--- config.mk ---
export PLATFORM = sky130hd
export DESIGN_NAME = acc_top
export DESIGN_NICKNAME = d
export VERILOG_FILES = /design/src/logic/acc_pkg.sv /design/src/logic/acc_top.sv
export VERILOG_INCLUDE_DIRS = /design/src /design/src/logic
export SDC_FILE = /design/constraint.sdc
export NUM_CORES = 1
export LEC_CHECK = 0
export BUFFER_PORTS_ARGS = -buffer_cell sky130_fd_sc_hd__buf_4
export CAP_MARGIN = 15
export CORE_MARGIN = 2
export CORE_UTILIZATION = 51
export DETAILED_ROUTE_END_ITERATION = 12
export PLACE_DENSITY = 0.88
export REMOVE_ABC_BUFFERS = 1
export SLEW_MARGIN = 20
export SYNTH_ARGS = -nofsm -noshare
export SYNTH_HDL_FRONTEND = slang
export SYNTH_SLANG_ARGS = --single-unit
export TNS_END_PERCENT = 1
--- constraint.sdc ---
create_clock -name clk_i -period 3 [get_ports clk_i]
set_clock_uncertainty 0.15 [all_clocks]
set_input_delay 0.3 -clock clk_i [delete_from_list [all_inputs] [get_ports clk_i]]
set_output_delay 0.3 -clock clk_i [all_outputs]
set_load 0.02 [all_outputs]
--- src/logic/acc_cfg.svh ---
// constants for the converter control block
`ifndef ACC_CFG_SVH
`define ACC_CFG_SVH
`define ACC_OFS_CHSEL 8'h00
`define ACC_OFS_CTRLA 8'h04
`define ACC_OFS_RESL 8'h08
`define ACC_OFS_RESH 8'h0C
`define ACC_OFS_CTRLB 8'h10
`define ACC_B_EN 7
`define ACC_B_START 6
`define ACC_B_AUTO 5
`define ACC_B_FLAG 4
`define ACC_B_IE 3
`define ACC_B_LADJ 5
`define ACC_CONV_NORMAL 5'h0D
`define ACC_CONV_FIRST 5'h19
`define ACC_SRC_SELF 3'h0
`define ACC_CH_SE_MAX 5'h07
`define ACC_CH_GAIN_LO 5'h08
`define ACC_CH_GAIN_HI 5'h0F
`define ACC_CH_DIFF_LO 5'h10
`define ACC_CH_DIFF_HI 5'h17
`define ACC_CH_UNITY_LO 5'h18
`define ACC_CH_UNITY_HI 5'h19
`define ACC_CH_BANDGAP 5'h1E
`define ACC_CH_GROUND 5'h1F
`define ACC_NEG_COMMON 3'h1
`define ACC_GAIN_1X 2'h0
`define ACC_GAIN_10X 2'h1
`define ACC_GAIN_200X 2'h2
`endif

--- src/logic/acc_pkg.sv ---
// types for the converter control block
`default_nettype none
package acc_pkg;
  typedef enum logic [1:0] {ACC_IDLE, ACC_PEND, ACC_CONV} acc_state_e;
endpackage
`default_nettype wire

--- src/logic/acc_top.sv ---
// converter control: AHB-Lite registers, prescaler, sequencing, result bytes
//
// Behaviour
// - 10-bit code from core, zero to reference
// - reference select drives reference pin source
// - channel field picks input; single-ended bypasses gain
// - gain 1x, 10x, 200x on two pairs
// - seven differential codes, common negative input
// - selections apply only when enabled; off unpowered
// - right aligned default, left when selected
// - low read locks bytes until high read
// - done flag set even if result lost
// - start bit begins conversion, clears at end
// - channel change applies after current conversion
// - auto trigger enable uses selected source
// - trigger rising edge resets prescaler, starts
// - edges during conversion ignored, no level restart
// - trigger flags set regardless; software clears them
// - own flag as source: free running
// - start works in auto mode; reads busy
// - 13 cycles normal, 25 first conversion
// - completion writes data, sets flag, clears start
// - prescaler runs while enabled, reset otherwise
`timescale 1ns/1ps
`default_nettype none
`include "acc_cfg.svh"
module acc_top
  import acc_pkg::*;
(
  input wire logic clk_i,
  input wire logic rst_i,
  input wire logic hsel_i,
  input wire logic [7:0] haddr_i,
  input wire logic [1:0] htrans_i,
  input wire logic hwrite_i,
  input wire logic [2:0] hsize_i,
  input wire logic [31:0] hwdata_i,
  input wire logic hready_i,
  output logic [31:0] hrdata_o,
  output logic hreadyout_o,
  output logic hresp_o,
  input wire logic [7:1] trig_i,
  input wire logic irq_ack_i,
  input wire logic [9:0] core_result_i,
  output logic irq_o,
  output logic power_o,
  output logic [1:0] ref_sel_o,
  output logic [2:0] pos_sel_o,
  output logic [2:0] neg_sel_o,
  output logic diff_o,
  output logic [1:0] gain_o,
  output logic bypass_o,
  output logic core_start_o,
  output logic core_tick_o
);
  // software-visible registers
  logic [7:0] chsel_reg;
  logic en_reg, auto_reg, flag_reg, ie_reg;
  logic [2:0] ps_reg;
  logic [2:0] src_reg;
  logic [9:0] data_reg;
  logic lock_reg;
  // sequencing
  acc_state_e state_reg, state_next;
  logic [6:0] ps_cnt_reg;
  logic [4:0] cnt_reg;
  logic first_reg;
  logic trig_prev_reg;
  logic [7:0] lat_reg;
  // bus
  logic wr_pend_reg, rd_pend_reg;
  logic [7:0] addr_reg;
  logic [31:0] hrdata_reg;
  logic hready_reg;
  logic irq_reg, power_reg, start_reg, tick_reg, bypass_reg, diff_reg;
  logic [1:0] ref_reg, gain_reg;
  logic [2:0] pos_reg, neg_reg;

  wire addr_ok = hsel_i & htrans_i[1] & hready_i;
  wire wr_a = wr_pend_reg & (addr_reg == `ACC_OFS_CTRLA);
  wire wr_m = wr_pend_reg & (addr_reg == `ACC_OFS_CHSEL);
  wire wr_b = wr_pend_reg & (addr_reg == `ACC_OFS_CTRLB);
  wire rd_l = rd_pend_reg & (addr_reg == `ACC_OFS_RESL);
  wire rd_h = rd_pend_reg & (addr_reg == `ACC_OFS_RESH);
  wire wr_start = wr_a & hwdata_i[`ACC_B_START];
  wire wr_clr = wr_a & hwdata_i[`ACC_B_FLAG];
  wire ladj = chsel_reg[`ACC_B_LADJ];

  // prescaler: divide by 2^(ps+1), ps 7 same as ps 6; tick on all selected bits set
  wire [6:0] ps_mask = 7'h7F >> (3'h6 - ((ps_reg == 3'h7) ? 3'h6 : ps_reg));
  wire tick = en_reg & ((ps_cnt_reg & ps_mask) == ps_mask);

  // trigger selection and edge detection
  wire trig_sel = (src_reg == `ACC_SRC_SELF) ? flag_reg : trig_i[src_reg];
  wire trig_rise = en_reg & auto_reg & trig_sel & ~trig_prev_reg & (src_reg != `ACC_SRC_SELF);
  wire free_run = auto_reg & (src_reg == `ACC_SRC_SELF);
  wire busy = (state_reg == ACC_CONV);
  wire [4:0] conv_last = (first_reg ? `ACC_CONV_FIRST : `ACC_CONV_NORMAL) - 5'h01;
  wire done_w = busy & tick & (cnt_reg == conv_last);
  wire trig_go = trig_rise & ~busy;
  wire start_view = (state_reg != ACC_IDLE);
  wire set_flag = done_w;

  // read data view; alignment applied to stored 10-bit code
  wire [7:0] res_lo = ladj ? {data_reg[1:0], 6'h00} : data_reg[7:0];
  wire [7:0] res_hi = ladj ? data_reg[9:2] : {6'h00, data_reg[9:8]};
  wire [7:0] ctrla_view = {en_reg, start_view, auto_reg, flag_reg, ie_reg, ps_reg};
  wire [7:0] rd_mux =
    (addr_reg == `ACC_OFS_CHSEL) ? chsel_reg :
    (addr_reg == `ACC_OFS_CTRLA) ? ctrla_view :
    (addr_reg == `ACC_OFS_RESL) ? res_lo :
    (addr_reg == `ACC_OFS_RESH) ? res_hi :
    (addr_reg == `ACC_OFS_CTRLB) ? {5'h00, src_reg} : 8'h00;

  // channel decode from latched selection
  wire [4:0] ch = lat_reg[4:0];
  wire is_se = (ch <= `ACC_CH_SE_MAX) | (ch == `ACC_CH_BANDGAP) | (ch == `ACC_CH_GROUND);
  wire is_gain = (ch >= `ACC_CH_GAIN_LO) & (ch <= `ACC_CH_GAIN_HI);
  wire is_unity = (ch >= `ACC_CH_UNITY_LO) & (ch <= `ACC_CH_UNITY_HI);
  wire is_diff = (ch >= `ACC_CH_DIFF_LO) & (ch <= `ACC_CH_DIFF_HI) & (ch[2:0] != `ACC_NEG_COMMON);
  wire pair_hi = is_gain ? ch[0] : ch[0];
  wire [2:0] pair_pos = pair_hi ? 3'h3 : 3'h1;
  wire [2:0] pair_neg = pair_hi ? 3'h2 : 3'h0;
  wire [2:0] dec_pos = (is_gain | is_unity) ? pair_pos : ch[2:0];
  wire [2:0] dec_neg = (is_gain | is_unity) ? pair_neg : `ACC_NEG_COMMON;
  wire [1:0] dec_gain = is_gain ? (ch[2] ? `ACC_GAIN_200X : `ACC_GAIN_10X) : `ACC_GAIN_1X;
  wire dec_diff = is_gain | is_unity | is_diff;

  // conversion sequencer
  always_comb begin
    state_next = state_reg;
    case (state_reg)
      ACC_IDLE: begin
        if (trig_go) begin
          state_next = ACC_CONV;
        end else if (wr_start) begin
          state_next = ACC_PEND;
        end
      end
      ACC_PEND: begin
        if (trig_go) begin
          state_next = ACC_CONV;
        end else if (tick) begin
          state_next = ACC_CONV;
        end
      end
      ACC_CONV: begin
        // level still high at the end does not restart; only a fresh edge does
        if (done_w) begin
          state_next = free_run ? ACC_CONV : ACC_IDLE;
        end
      end
      default: state_next = ACC_IDLE;
    endcase
    if (!en_reg) begin
      state_next = ACC_IDLE;
    end
  end

  wire conv_begin = (state_next == ACC_CONV) & (~busy | done_w);

  always_ff @(posedge clk_i) begin
    if (rst_i) begin
      state_reg <= ACC_IDLE;
      cnt_reg <= 5'h00;
      ps_cnt_reg <= 7'h00;
      trig_prev_reg <= 1'b0;
    end else begin
      state_reg <= state_next;
      trig_prev_reg <= trig_sel;
      // trigger restarts prescaler so delay to sampling is fixed
      if (!en_reg || trig_go) begin
        ps_cnt_reg <= 7'h00;
      end else begin
        ps_cnt_reg <= ps_cnt_reg + 7'h01;
      end
      if (conv_begin) begin
        cnt_reg <= 5'h00;
      end else if (busy && tick) begin
        cnt_reg <= cnt_reg + 5'h01;
      end
    end
  end

  // first conversion after enabling is the long one
  always_ff @(posedge clk_i) begin
    if (rst_i) begin
      first_reg <= 1'b1;
    end else if (!en_reg) begin
      first_reg <= 1'b1;
    end else if (done_w) begin
      first_reg <= 1'b0;
    end
  end

  // selection latch: tracks while idle, frozen during conversion
  always_ff @(posedge clk_i) begin
    if (rst_i) begin
      lat_reg <= 8'h00;
    end else if (!busy || done_w) begin
      lat_reg <= chsel_reg;
    end
  end

  // result bytes and lock
  always_ff @(posedge clk_i) begin
    if (rst_i) begin
      data_reg <= 10'h000;
      lock_reg <= 1'b0;
    end else begin
      if (done_w && !lock_reg) begin
        data_reg <= core_result_i;
      end
      if (rd_l) begin
        lock_reg <= 1'b1;
      end else if (rd_h) begin
        lock_reg <= 1'b0;
      end
    end
  end

  // control registers; completion set wins over clear
  always_ff @(posedge clk_i) begin
    if (rst_i) begin
      chsel_reg <= 8'h00;
      en_reg <= 1'b0;
      auto_reg <= 1'b0;
      ie_reg <= 1'b0;
      ps_reg <= 3'h0;
      src_reg <= 3'h0;
      flag_reg <= 1'b0;
    end else begin
      if (wr_m) begin
        chsel_reg <= hwdata_i[7:0];
      end
      if (wr_a) begin
        en_reg <= hwdata_i[`ACC_B_EN];
        auto_reg <= hwdata_i[`ACC_B_AUTO];
        ie_reg <= hwdata_i[`ACC_B_IE];
        ps_reg <= hwdata_i[2:0];
      end
      if (wr_b) begin
        src_reg <= hwdata_i[2:0];
      end
      if (set_flag) begin
        flag_reg <= 1'b1;
      end else if (wr_clr || irq_ack_i) begin
        flag_reg <= 1'b0;
      end
    end
  end

  // analog-facing outputs, all registered; nothing applied while disabled
  always_ff @(posedge clk_i) begin
    if (rst_i) begin
      power_reg <= 1'b0;
      ref_reg <= 2'h0;
      pos_reg <= 3'h0;
      neg_reg <= 3'h0;
      gain_reg <= 2'h0;
      diff_reg <= 1'b0;
      bypass_reg <= 1'b1;
      start_reg <= 1'b0;
      tick_reg <= 1'b0;
      irq_reg <= 1'b0;
    end else begin
      power_reg <= en_reg;
      ref_reg <= en_reg ? lat_reg[7:6] : 2'h0;
      pos_reg <= en_reg ? dec_pos : 3'h0;
      neg_reg <= en_reg ? dec_neg : 3'h0;
      gain_reg <= en_reg ? dec_gain : `ACC_GAIN_1X;
      diff_reg <= en_reg & dec_diff;
      bypass_reg <= ~en_reg | is_se | ~dec_diff;
      start_reg <= conv_begin;
      tick_reg <= tick;
      irq_reg <= (flag_reg | set_flag) & ie_reg & ~(wr_clr | irq_ack_i) | set_flag & ie_reg;
    end
  end

  // AHB-Lite slave: writes zero-wait, reads one wait state
  always_ff @(posedge clk_i) begin
    if (rst_i) begin
      wr_pend_reg <= 1'b0;
      rd_pend_reg <= 1'b0;
      addr_reg <= 8'h00;
      hrdata_reg <= 32'h0000_0000;
      hready_reg <= 1'b1;
    end else begin
      wr_pend_reg <= addr_ok & hwrite_i;
      rd_pend_reg <= addr_ok & ~hwrite_i;
      if (addr_ok) begin
        addr_reg <= {haddr_i[7:2], 2'h0};
      end
      hready_reg <= ~(addr_ok & ~hwrite_i);
      if (rd_pend_reg) begin
        hrdata_reg <= {24'h00_0000, rd_mux};
      end
    end
  end

  assign hrdata_o = hrdata_reg;
  assign hreadyout_o = hready_reg;
  assign hresp_o = 1'b0;
  assign irq_o = irq_reg;
  assign power_o = power_reg;
  assign ref_sel_o = ref_reg;
  assign pos_sel_o = pos_reg;
  assign neg_sel_o = neg_reg;
  assign gain_o = gain_reg;
  assign diff_o = diff_reg;
  assign bypass_o = bypass_reg;
  assign core_start_o = start_reg;
  assign core_tick_o = tick_reg;

  // helper: ticks seen since the conversion began
  logic [5:0] chk_ticks_reg;
  logic chk_first_reg;
  always_ff @(posedge clk_i) begin
    if (rst_i) begin
      chk_ticks_reg <= 6'h00;
      chk_first_reg <= 1'b0;
    end else if (conv_begin) begin
      chk_ticks_reg <= 6'h00;
      chk_first_reg <= first_reg & ~done_w;
    end else if (busy && tick) begin
      chk_ticks_reg <= chk_ticks_reg + 6'h01;
    end
  end
endmodule // acc_top
`default_nettype wire

; ---- Word-level counts from Yosys, hierarchy flattened
; Cells that the tools add are included.
[op_classes]
order_cmp = 8
mux = 29
n_shift = 1
reduce_logical = 20
addsub = 4
n_eq_ne = 13
bitwise_logic = 49
[ops]
columns = cell, count
row1 = $mux 8, 6
row2 = $and 1x1->1, 29
row3 = $mux 2, 10
row4 = $eq 6x2->1 const B, 2
row5 = $eq 5x5->1 const B, 2
row6 = $ge 5x5->1 const B, 2
row7 = $le 5x5->1 const B, 2
row8 = $or 1x1->1, 10
row9 = $mux 3, 3
row10 = $not 1->1, 9
row11 = $logic_not 8->1, 1
row12 = $add 7x1->7 const B, 1
row13 = $and 7x7->7, 1
row14 = $eq 7x7->1, 1
row15 = $mux 1, 7
row16 = $shr 7x3->7 const A, 1
row17 = $eq 6x1->1 const B, 1
row18 = $eq 6x3->1 const B, 1
row19 = $pmux 2 s3, 1
row20 = $reduce_bool 2->1, 3
row21 = $reduce_or 2->1, 3
row22 = $reduce_or 3->1, 2
row23 = $add 5x1->5 const B, 1
row24 = $eq 5x5->1, 1
row25 = other kinds (18), 24
[word_totals]
ff_bits = 85

; ---- Depth between registers and ports, before layout
; Gate-level depths: netlist of run 1.
[logic_depth]
word_depth = 15
depth_mapped = 10

; ---- Worst setup path before layout of run 1
; OpenSTA, ideal clock, no wires.
[synth_path]
path_type = reg-to-reg
startpoint = register ps_reg[1]
endpoint = register cnt_reg[0]
slack_ps = 522
path_stages_with_launch = 9
arrival_ps = 2185
setup_ps = 143
path_buffers = 0
path_cell_list = dfxtp_1 > nand2_1 > nand3_1 > ha_1 > o21ai_1 > a2111oi_4 > nand2_1 > a41oi_1 > a311oi_1
[synth_between]
elab_chain_len = 15
[synth_lines]
columns = element, line_no
row1 = start: declaration, acc_top.sv:59  ; logic [2:0] ps_reg;
row2 = start signal: assignment, acc_top.sv:240  ; ps_reg <= hwdata_i[2:0];
row3 = $eq 3x3->1, acc_top.sv:90  ; wire [6:0] ps_mask = 7'h7F >> (3'h6 - ((ps_reg == 3'h7) ? 3'h6 : ps_reg));
row4 = $mux 3 (*), acc_top.sv:90
row5 = $sub 3x3->3 (*), acc_top.sv:90
row6 = $shr 7x3->7 (*), acc_top.sv:90
row7 = $and 7x7->7, acc_top.sv:91  ; wire tick = en_reg & ((ps_cnt_reg & ps_mask) == ps_mask);
row8 = $eq 7x7->1 (*), acc_top.sv:91
row9 = $and 1x1->1 (*), acc_top.sv:91
row10 = $and 1x1->1 (2 in series), acc_top.sv:99  ; wire done_w = busy & tick & (cnt_reg == conv_last);
row11 = $mux 2, acc_top.sv:149  ; if (done_w) begin
row12 = $pmux 2 s3, acc_top.sv:132  ; case (state_reg)
row13 = $mux 2, acc_top.sv:155  ; if (!en_reg) begin
row14 = $eq 2x2->1, acc_top.sv:160  ; wire conv_begin = (state_next == ACC_CONV) & (~busy | done_w);
row15 = $and 1x1->1, acc_top.sv:160
row16 = $reduce_or 2->1 (no line), n/a
row17 = end signal: assignment, acc_top.sv:180  ; cnt_reg <= cnt_reg + 5'h01;
row18 = end: declaration, acc_top.sv:66  ; logic [4:0] cnt_reg;
; Mark *: on every way between the ends. The rest lies on a longest branch, timed or not.
; A chain may end at the register's enable or synchronous reset.

; ---- Final worst setup path of run 1
; Same ends and word-level chain as after synthesis.

==> flow_summary_export.csv, run 1 <==
group,metric,value,unit
power,p_total,0.001949,W
drt,ant_nets,0,
setup_path,slowest_delay,0.50,ns
cells_and_area,n_fill_cell,596,
sta,slew_headroom,0.5656,
sta,finalSetupTns,0,ns
power,ir_drop,346.9,µV
sta,drv_slew,0,
flow_run,cap_violations,0,
die,die_w,91.59,µm
synthesis,yosysTopAreaCell,"dfxtp_1",
power,clkPwrFrac,0.349,
power,internal-power,0.001470,W
min_path,hold_depth,3,
synthesis,ys_warn_count,0,
cts,cts_hold_buf,1,
power,power.density,429.1,nW/µm²
cells_and_area,largest_reg_flops,10,
drt,wl_per_cell,14.54,µm
synthesis,syn_area,3913,µm²
power,sequentialPowerShare,0.578,
setup_path,crit_fanout,5,
setup_path,path_buf_inv,0,
sta,finalHoldViolations,0,
die,initial_utilization,0.5337,
cells_and_area,area_growth,16.12,%
die,dieArea,8388,µm²
grt,grt_pass1_wl,14360,µm
cells_and_area,fin_util,0.6197,
sta,rsz0062_at_grt,"no",
cells_and_area,multiInputGateArea,1992,µm²
grt,antenna_found_initial,0,
cts,cts_tree,"done",
placement,post-dp-hpwl,6192,µm
setup_path,required,3.06,ns
cells_and_area,final_nets,560,
cells_and_area,seq_area,1682,µm²
die,ios,118,
cells_and_area,diodes,0,
setup_path,critPathCaptureType,"flop",
drt,viasPerCell,5.385,
power,switching_share,0.2458,
setup_path,cp_cell_sequence,"nand2_1 > nand3_1 > ha_1 > o21ai_1 > a2111oi_4 > nand2_1 > a41oi_1 > a311oi_1",
cts,cts_root_buffer,"clkbuf_8",
setup_path,worstSetupPathDepth,8,
sta,timing.fmax,386.3,MHz
synthesis,async_reset_ff_frac,0,
synthesis,synth_edf_count,0,
sta,setup_viol,0,
setup_path,r2r_slack,0.41,ns
die,fp.dieH,91.59,µm
cts,cts_max_level,3,
setup_path,reg2reg_depth,8,
placement,io_buffers,61,
sta,worst_slack,0.4113,ns
synthesis,ys_ff_latch,84,
grt,grtUsageTotal,0.2138,
setup_path,worstSetupPathType,"flop to flop",
min_path,min_path_type,"input port to flop",
sta,period_minus_slack,2.589,ns
drt,vias,3172,
drt,first_pass_iters,5,
sta,period_share,0.8629,
drt,drt-initial-drc-count,232,
drt,remaining_drc_errors,0,
synthesis,synth-main-ff-cell,"dfxtp_1",
synthesis,synth.distinct_cells,58,
cells_and_area,layout-drive-gt1-share,0.1980,
setup_path,crit_family,"compound AO/OA/AOI/OAI gates",
setup_path,cp_slowest_cell,"a41oi_1",
power,p_sw,0.0004791,W
cts,clkSinkCount,84,
synthesis,synth_top_area_frac,0.4298,
drt,wl,8562,µm
sta,tightest_slew,0.6496,ns
cts,cts_resized,0,
setup_path,start_kind,"flop",
grt,gr-total-overflow,0,
placement,gp_congestion,0.8567,
synthesis,avgSynthCellArea,9.206,µm²
cts,clk_pin_slew,0.08,ns
cts,cts_buffer_depth,2,
cts,postCtsSetupBuffers,0,
outcome,status,"finished clean",
cts,insertion_delay,0.36,ns
grt,first_global_vias,2992,
sta,timing.hold.ws,0.01763,ns
cts,cts_made_buffers,9,
setup_path,r2r-end,"cnt_reg[0]",
setup_path,r2r_start,"ps_reg[1]",
min_path,hold-path-endpoint,"addr_reg[6]",
die,core,7331,µm²
synthesis,netlist_top_cells_area,"dfxtp_1 (43%), mux2i_1 (12%), nor2_1 (5.9%)",
setup_path,cpMostUsedCell,"nand2_1",
synthesis,ys_seq_area_frac,0.4298,
grt,grt_start_max_net_pins,61,
die,fp-row-count,31,
setup_path,critPathArrivalTime,2.65,ns
power,leakage,1.854,nW
synthesis,synthCells,425,
placement,dpl_worst_slack,0.4214,ns
min_path,hold_path_startpoint,"haddr_i[6]",
power,combPwrFrac,0.073,
-- power by group through the flow --
stage               registers (W)  clock network [W]  logic (W)
CTS                       0.00113           0.000693   0.000141
global route              0.00113           0.000745   0.000153
detailed placement        0.00115                  0   0.000140
floorplan                 0.00116                  0  0.0000673
global placement          0.00115                  0   0.000137
finish                    0.00113           0.000680   0.000142
-- cell usage in the layout, fill, tap and decap left out, types with 2 or more instances in the layout --
cell,count
nor3_1,4
a311oi_1,6
o21ai_1,2
or2_2,2
nand3_1,19
nor4bb_1,2
ha_1,6
a32o_1,2
conb_1,26
clkinv_2,3
mux2i_1,47
xor2_1,7
and2_1,6
o211ai_1,2
and3_1,3
a211oi_1,2
nand2b_1,9
a21oi_1,25
o21ai_0,10
a21bo_2,2
dfxtp_1,84
nand4_1,5
nor3b_1,5
o2111ai_1,2
a21o_1,2
clkbuf_8,9
nor2b_1,3
clkinvlp_4,2
inv_1,16
buf_4,69
nor2_1,62
nand2_1,17
xnor2_1,2
-- cells by family (layout without fill, tap and decap cells) --
kind of cell,after synthesis,after routing,synth area share
AND/OR/NAND/NOR,147,147,0.1903
flip-flops,84,84,0.4298
AO/OA/AOI/OAI,69,69,0.1286
buffers and inverters,61,101,0.08506
multiplexers,48,48,0.1260
XOR/XNOR,9,9,0.02015
adder cells (fa/ha/maj),6,6,0.01919
other,1,26,0.0009585
-- routing by layer --
layer  up-vias  track usage  routed length [µm]
met5         -            0                   0
met4         0      0.09217                 179
met3        14      0.04730                 421
met2       106       0.3560                4208
met1      1494       0.2650                3753
li1       1558            -                   -
-- cell usage after synthesis (all sizes together), types with 3 or more instances --
library cell and number:
a21oi 25, a311oi 6, and2 6, and3 3, buf 33, clkbuf 12, dfxtp 84, ha 6
inv 16, mux2i 47, nand2 17, nand2b 9, nand3 19, nand4 5, nor2 62, nor2b 3
nor3 5, nor3b 6, o21ai 13, xor2 7
-- area by class of cell --
cell class              instances  share of cell area
multi-input cells             305              0.4384
flip-flops and latches         84              0.3701
repair buffers                 70              0.1162
clock buffers                  10             0.02809
well taps                      99             0.02727
inverters                      16             0.01322
clock inverters                 5            0.006610
-- worst max path at each step --
stage | start | to | slack (ns)
after global routing | ps_reg[2] | cnt_reg[0] | 0.23
after detailed placement | ps_reg[2] | cnt_reg[0] | 0.42
final | ps_reg[1] | cnt_reg[0] | 0.41
after CTS | ps_reg[1] | cnt_reg[0] | 0.41
after global placement | ps_reg[2] | cnt_reg[2] | 0.53
after floorplan | addr_reg[3] | chsel_reg[5] | 0.08
-- metrics by stage --
| stage | area, µm² | cells |
|---|---|---|
| 3_3_place_gp | 4375 | 573 |
| 3_5_place_dp | 4375 | 573 |
| 4_1_cts | 4543 | 589 |
| 2_1_floorplan | 3734 | 405 |
| 5_1_grt | 4543 | 589 |
| 6_report | 4543 | 589 |
-- worst reg2reg max path, cell delays in order (launching register included) --
cell and delay, ns:
dfxtp_1 0.36, nand2_1 0.11, nand3_1 0.10, ha_1 0.34, o21ai_1 0.12, a2111oi_4 0.39, nand2_1 0.20, a41oi_1 0.50
a311oi_1 0.18
(Power assumes the default switching activity.)
==> run 2: changes to the inputs <==
--- a/config.mk
+++ b/config.mk
@@ -9,9 +9,9 @@
 export BUFFER_PORTS_ARGS = -buffer_cell sky130_fd_sc_hd__buf_4
 export CAP_MARGIN = 15
 export CORE_MARGIN = 2
-export CORE_UTILIZATION = 51
+export CORE_UTILIZATION = 55
 export DETAILED_ROUTE_END_ITERATION = 12
-export PLACE_DENSITY = 0.88
+export PLACE_DENSITY = 0.94
 export REMOVE_ABC_BUFFERS = 1
 export SLEW_MARGIN = 20
 export SYNTH_ARGS = -nofsm -noshare
==> constraint.sdc (replaced) <==
create_clock -name clk_i -period 3.3 [get_ports clk_i]
set_clock_uncertainty 0.15 [all_clocks]
set_input_delay 0.33 -clock clk_i [delete_from_list [all_inputs] [get_ports clk_i]]
set_output_delay 0.33 -clock clk_i [all_outputs]
set_load 0.02 [all_outputs]
==> run 2 against run 1 <==
Compared with the run above:
- total power fell by 6.6%
- worst hold slack improved by 0.028 ns
- wire length fell by 0.57%
- largest power group unchanged
==> flow_summary_export.csv, run 2 (synthesis gave the netlist of run 1 again) <==
group,metric,value,unit
drt,ant_nets,0,
sta,tightest_slew,0.9637,ns
cts,cts_root_buffer,"clkbuf_8",
grt,grt_start_max_net_pins,61,
cts,cts_tree,"done",
setup_path,r2r-end,"cnt_reg[0]",
setup_path,cp_cell_sequence,"nand2_1 > nand3_1 > ha_1 > o21ai_1 > a2111oi_4 > nand2_1 > a41oi_1 > a311oi_1",
setup_path,critPathArrivalTime,2.86,ns
cts,cts_made_buffers,9,
die,fp.dieH,88.34,µm
flow_run,cap_violations,0,
cts,cts_resized,0,
cells_and_area,final_common_cell,"dfxtp_1",
drt,route.met2.wl,4154,µm
cts,clkSinkCount,84,
setup_path,crit_fanout,6,
grt,gr-total-overflow,0,
setup_path,worstSetupPathType,"flop to flop",
min_path,min_path_type,"input port to flop",
die,ios,118,
drt,first_pass_iters,5,
power,leakage,1.843,nW
cts,cts_max_level,3,
cells_and_area,n_fill_cell,541,
setup_path,crit_family,"compound AO/OA/AOI/OAI gates",
cts,postCtsSetupBuffers,0,
cells_and_area,layout_common_cells,"dfxtp_1 (84), buf_4 (67), nor2_1 (62)",
setup_path,r2r_start,"ps_reg[1]",
grt,grtUsageTotal,0.2292,
cells_and_area,diodes,0,
power,sequentialPowerShare,0.563,
die,dieArea,7804,µm²
placement,gp_congestion,0.8945,
power,power.density,401.5,nW/µm²
sta,rsz0062_at_grt,"no",
drt,wl_per_cell,14.60,µm
grt,first_global_vias,2990,
placement,io_buffers,61,
cells_and_area,area_growth,15.89,%
power,internal-power,0.001380,W
setup_path,slowest_delay,0.58,ns
drt,drt-initial-drc-count,250,
cts,clk_pin_slew,0.08,ns
drt,met1_length,3556,µm
cts,cts_buffer_depth,2,
placement,post-dp-hpwl,6162,µm
power,ir_drop,287.9,µV
cells_and_area,final_nets,557,
die,fp-row-count,30,
power,combPwrFrac,0.070,
cells_and_area,largest_reg_flops,10,
cts,insertion_delay,0.35,ns
drt,routed.top_layer,"met4",
sta,timing.fmax,357.9,MHz
power,p_sw,0.0004408,W
drt,met3_length,642,µm
grt,grt_pass1_wl,14010,µm
drt,wl,8513,µm
drt,vias,3192,
sta,finalSetupTns,0,ns
setup_path,critPathCaptureType,"flop",
power,clkPwrFrac,0.367,
grt,antenna_found_initial,0,
drt,viasPerCell,5.475,
setup_path,start_kind,"flop",
min_path,hold_depth,2,
cells_and_area,layout-drive-gt1-share,0.1951,
cts,cts_hold_buf,0,
power,p_total,0.001821,W
sta,drv_slew,0,
min_path,hold-path-endpoint,"hreadyout_o",
setup_path,reg2reg_depth,8,
sta,period_minus_slack,2.794,ns
sta,slew_headroom,0.3522,
setup_path,path_buf_inv,0,
sta,finalHoldViolations,0,
die,initial_utilization,0.5727,
drt,remaining_drc_errors,0,
setup_path,cpMostUsedCell,"nand2_1",
min_path,hold_path_startpoint,"hwrite_i",
die,core,6832,µm²
setup_path,required,3.36,ns
setup_path,cp_slowest_cell,"a41oi_1",
die,die_w,88.34,µm
setup_path,r2r_slack,0.51,ns
outcome,status,"finished clean",
sta,period_share,0.8466,
sta,setup_viol,0,
power,switching_share,0.2421,
run 2: how the worst max path moves through the flow:
stage	from	end	slack, ns	depth (start not counted)
2_1_floorplan	addr_reg[3]	chsel_reg[5]	0.38	5
3_3_place_gp	ps_reg[2]	cnt_reg[4]	0.69	8
3_5_place_dp	ps_reg[1]	cnt_reg[0]	0.61	8
4_1_cts	ps_reg[1]	cnt_reg[0]	0.57	8
5_1_grt	ps_reg[1]	core_start_o	0.35	8
6_report	ps_reg[1]	cnt_reg[0]	0.51	8
run 2: cell type report:
type | instances | area (µm²) | share of cell area
clock buffer | 12 | 155.1 | 0.03422
clock inverter | 3 | 22.52 | 0.004967
inverter | 16 | 60.06 | 0.01325
multi-input combinational | 305 | 1992 | 0.4393
sequential | 84 | 1682 | 0.3709
tap | 96 | 120.1 | 0.02649
timing repair buffer | 67 | 503.0 | 0.1109
run 2: power by group through the flow:
stage	sequential [W]	combinational, W	clock [W]
after detailed placement	0.00105	0.000126	0
after global routing	0.00103	0.000138	0.000721
after CTS	0.00102	0.000126	0.000681
final	0.00103	0.000127	0.000669
after floorplan	0.00105	0.0000612	0
after global placement	0.00105	0.000123	0
run 2: through the flow:
| stage | area, µm² | hold WS [ns] | setup slack (ns) | utilization | std cells |
|---|---|---|---|---|---|
| finish | 4534 | 0.04532 | 0.5061 | 0.6637 | 583 |
| floorplan | 3734 | 0.2491 | 0.3794 | - | 405 |
| CTS | 4534 | 0.03301 | 0.5709 | 0.6637 | 583 |
| detailed placement | 4357 | 0.2914 | 0.6079 | 0.6377 | 568 |
| global route | 4534 | 0.04791 | 0.3491 | 0.6637 | 583 |
| global placement | 4357 | 0.2941 | 0.6939 | 0.6377 | 568 |
run 2: worst register-to-register path: stages, from the launching register on:
cell       delay (ns)
dfxtp_1          0.35
nand2_1          0.10
nand3_1          0.10
ha_1             0.34
o21ai_1          0.10
a2111oi_4        0.52
nand2_1          0.23
a41oi_1          0.58
a311oi_1         0.18
run 2: per-layer routing:
metal / vias to the layer above / global-route usage
li1: 1544 / -
met1: 1478 / 0.2903
met2: 155 / 0.3739
met3: 15 / 0.06063
met4: 0 / 0.09091
met5: - / 0
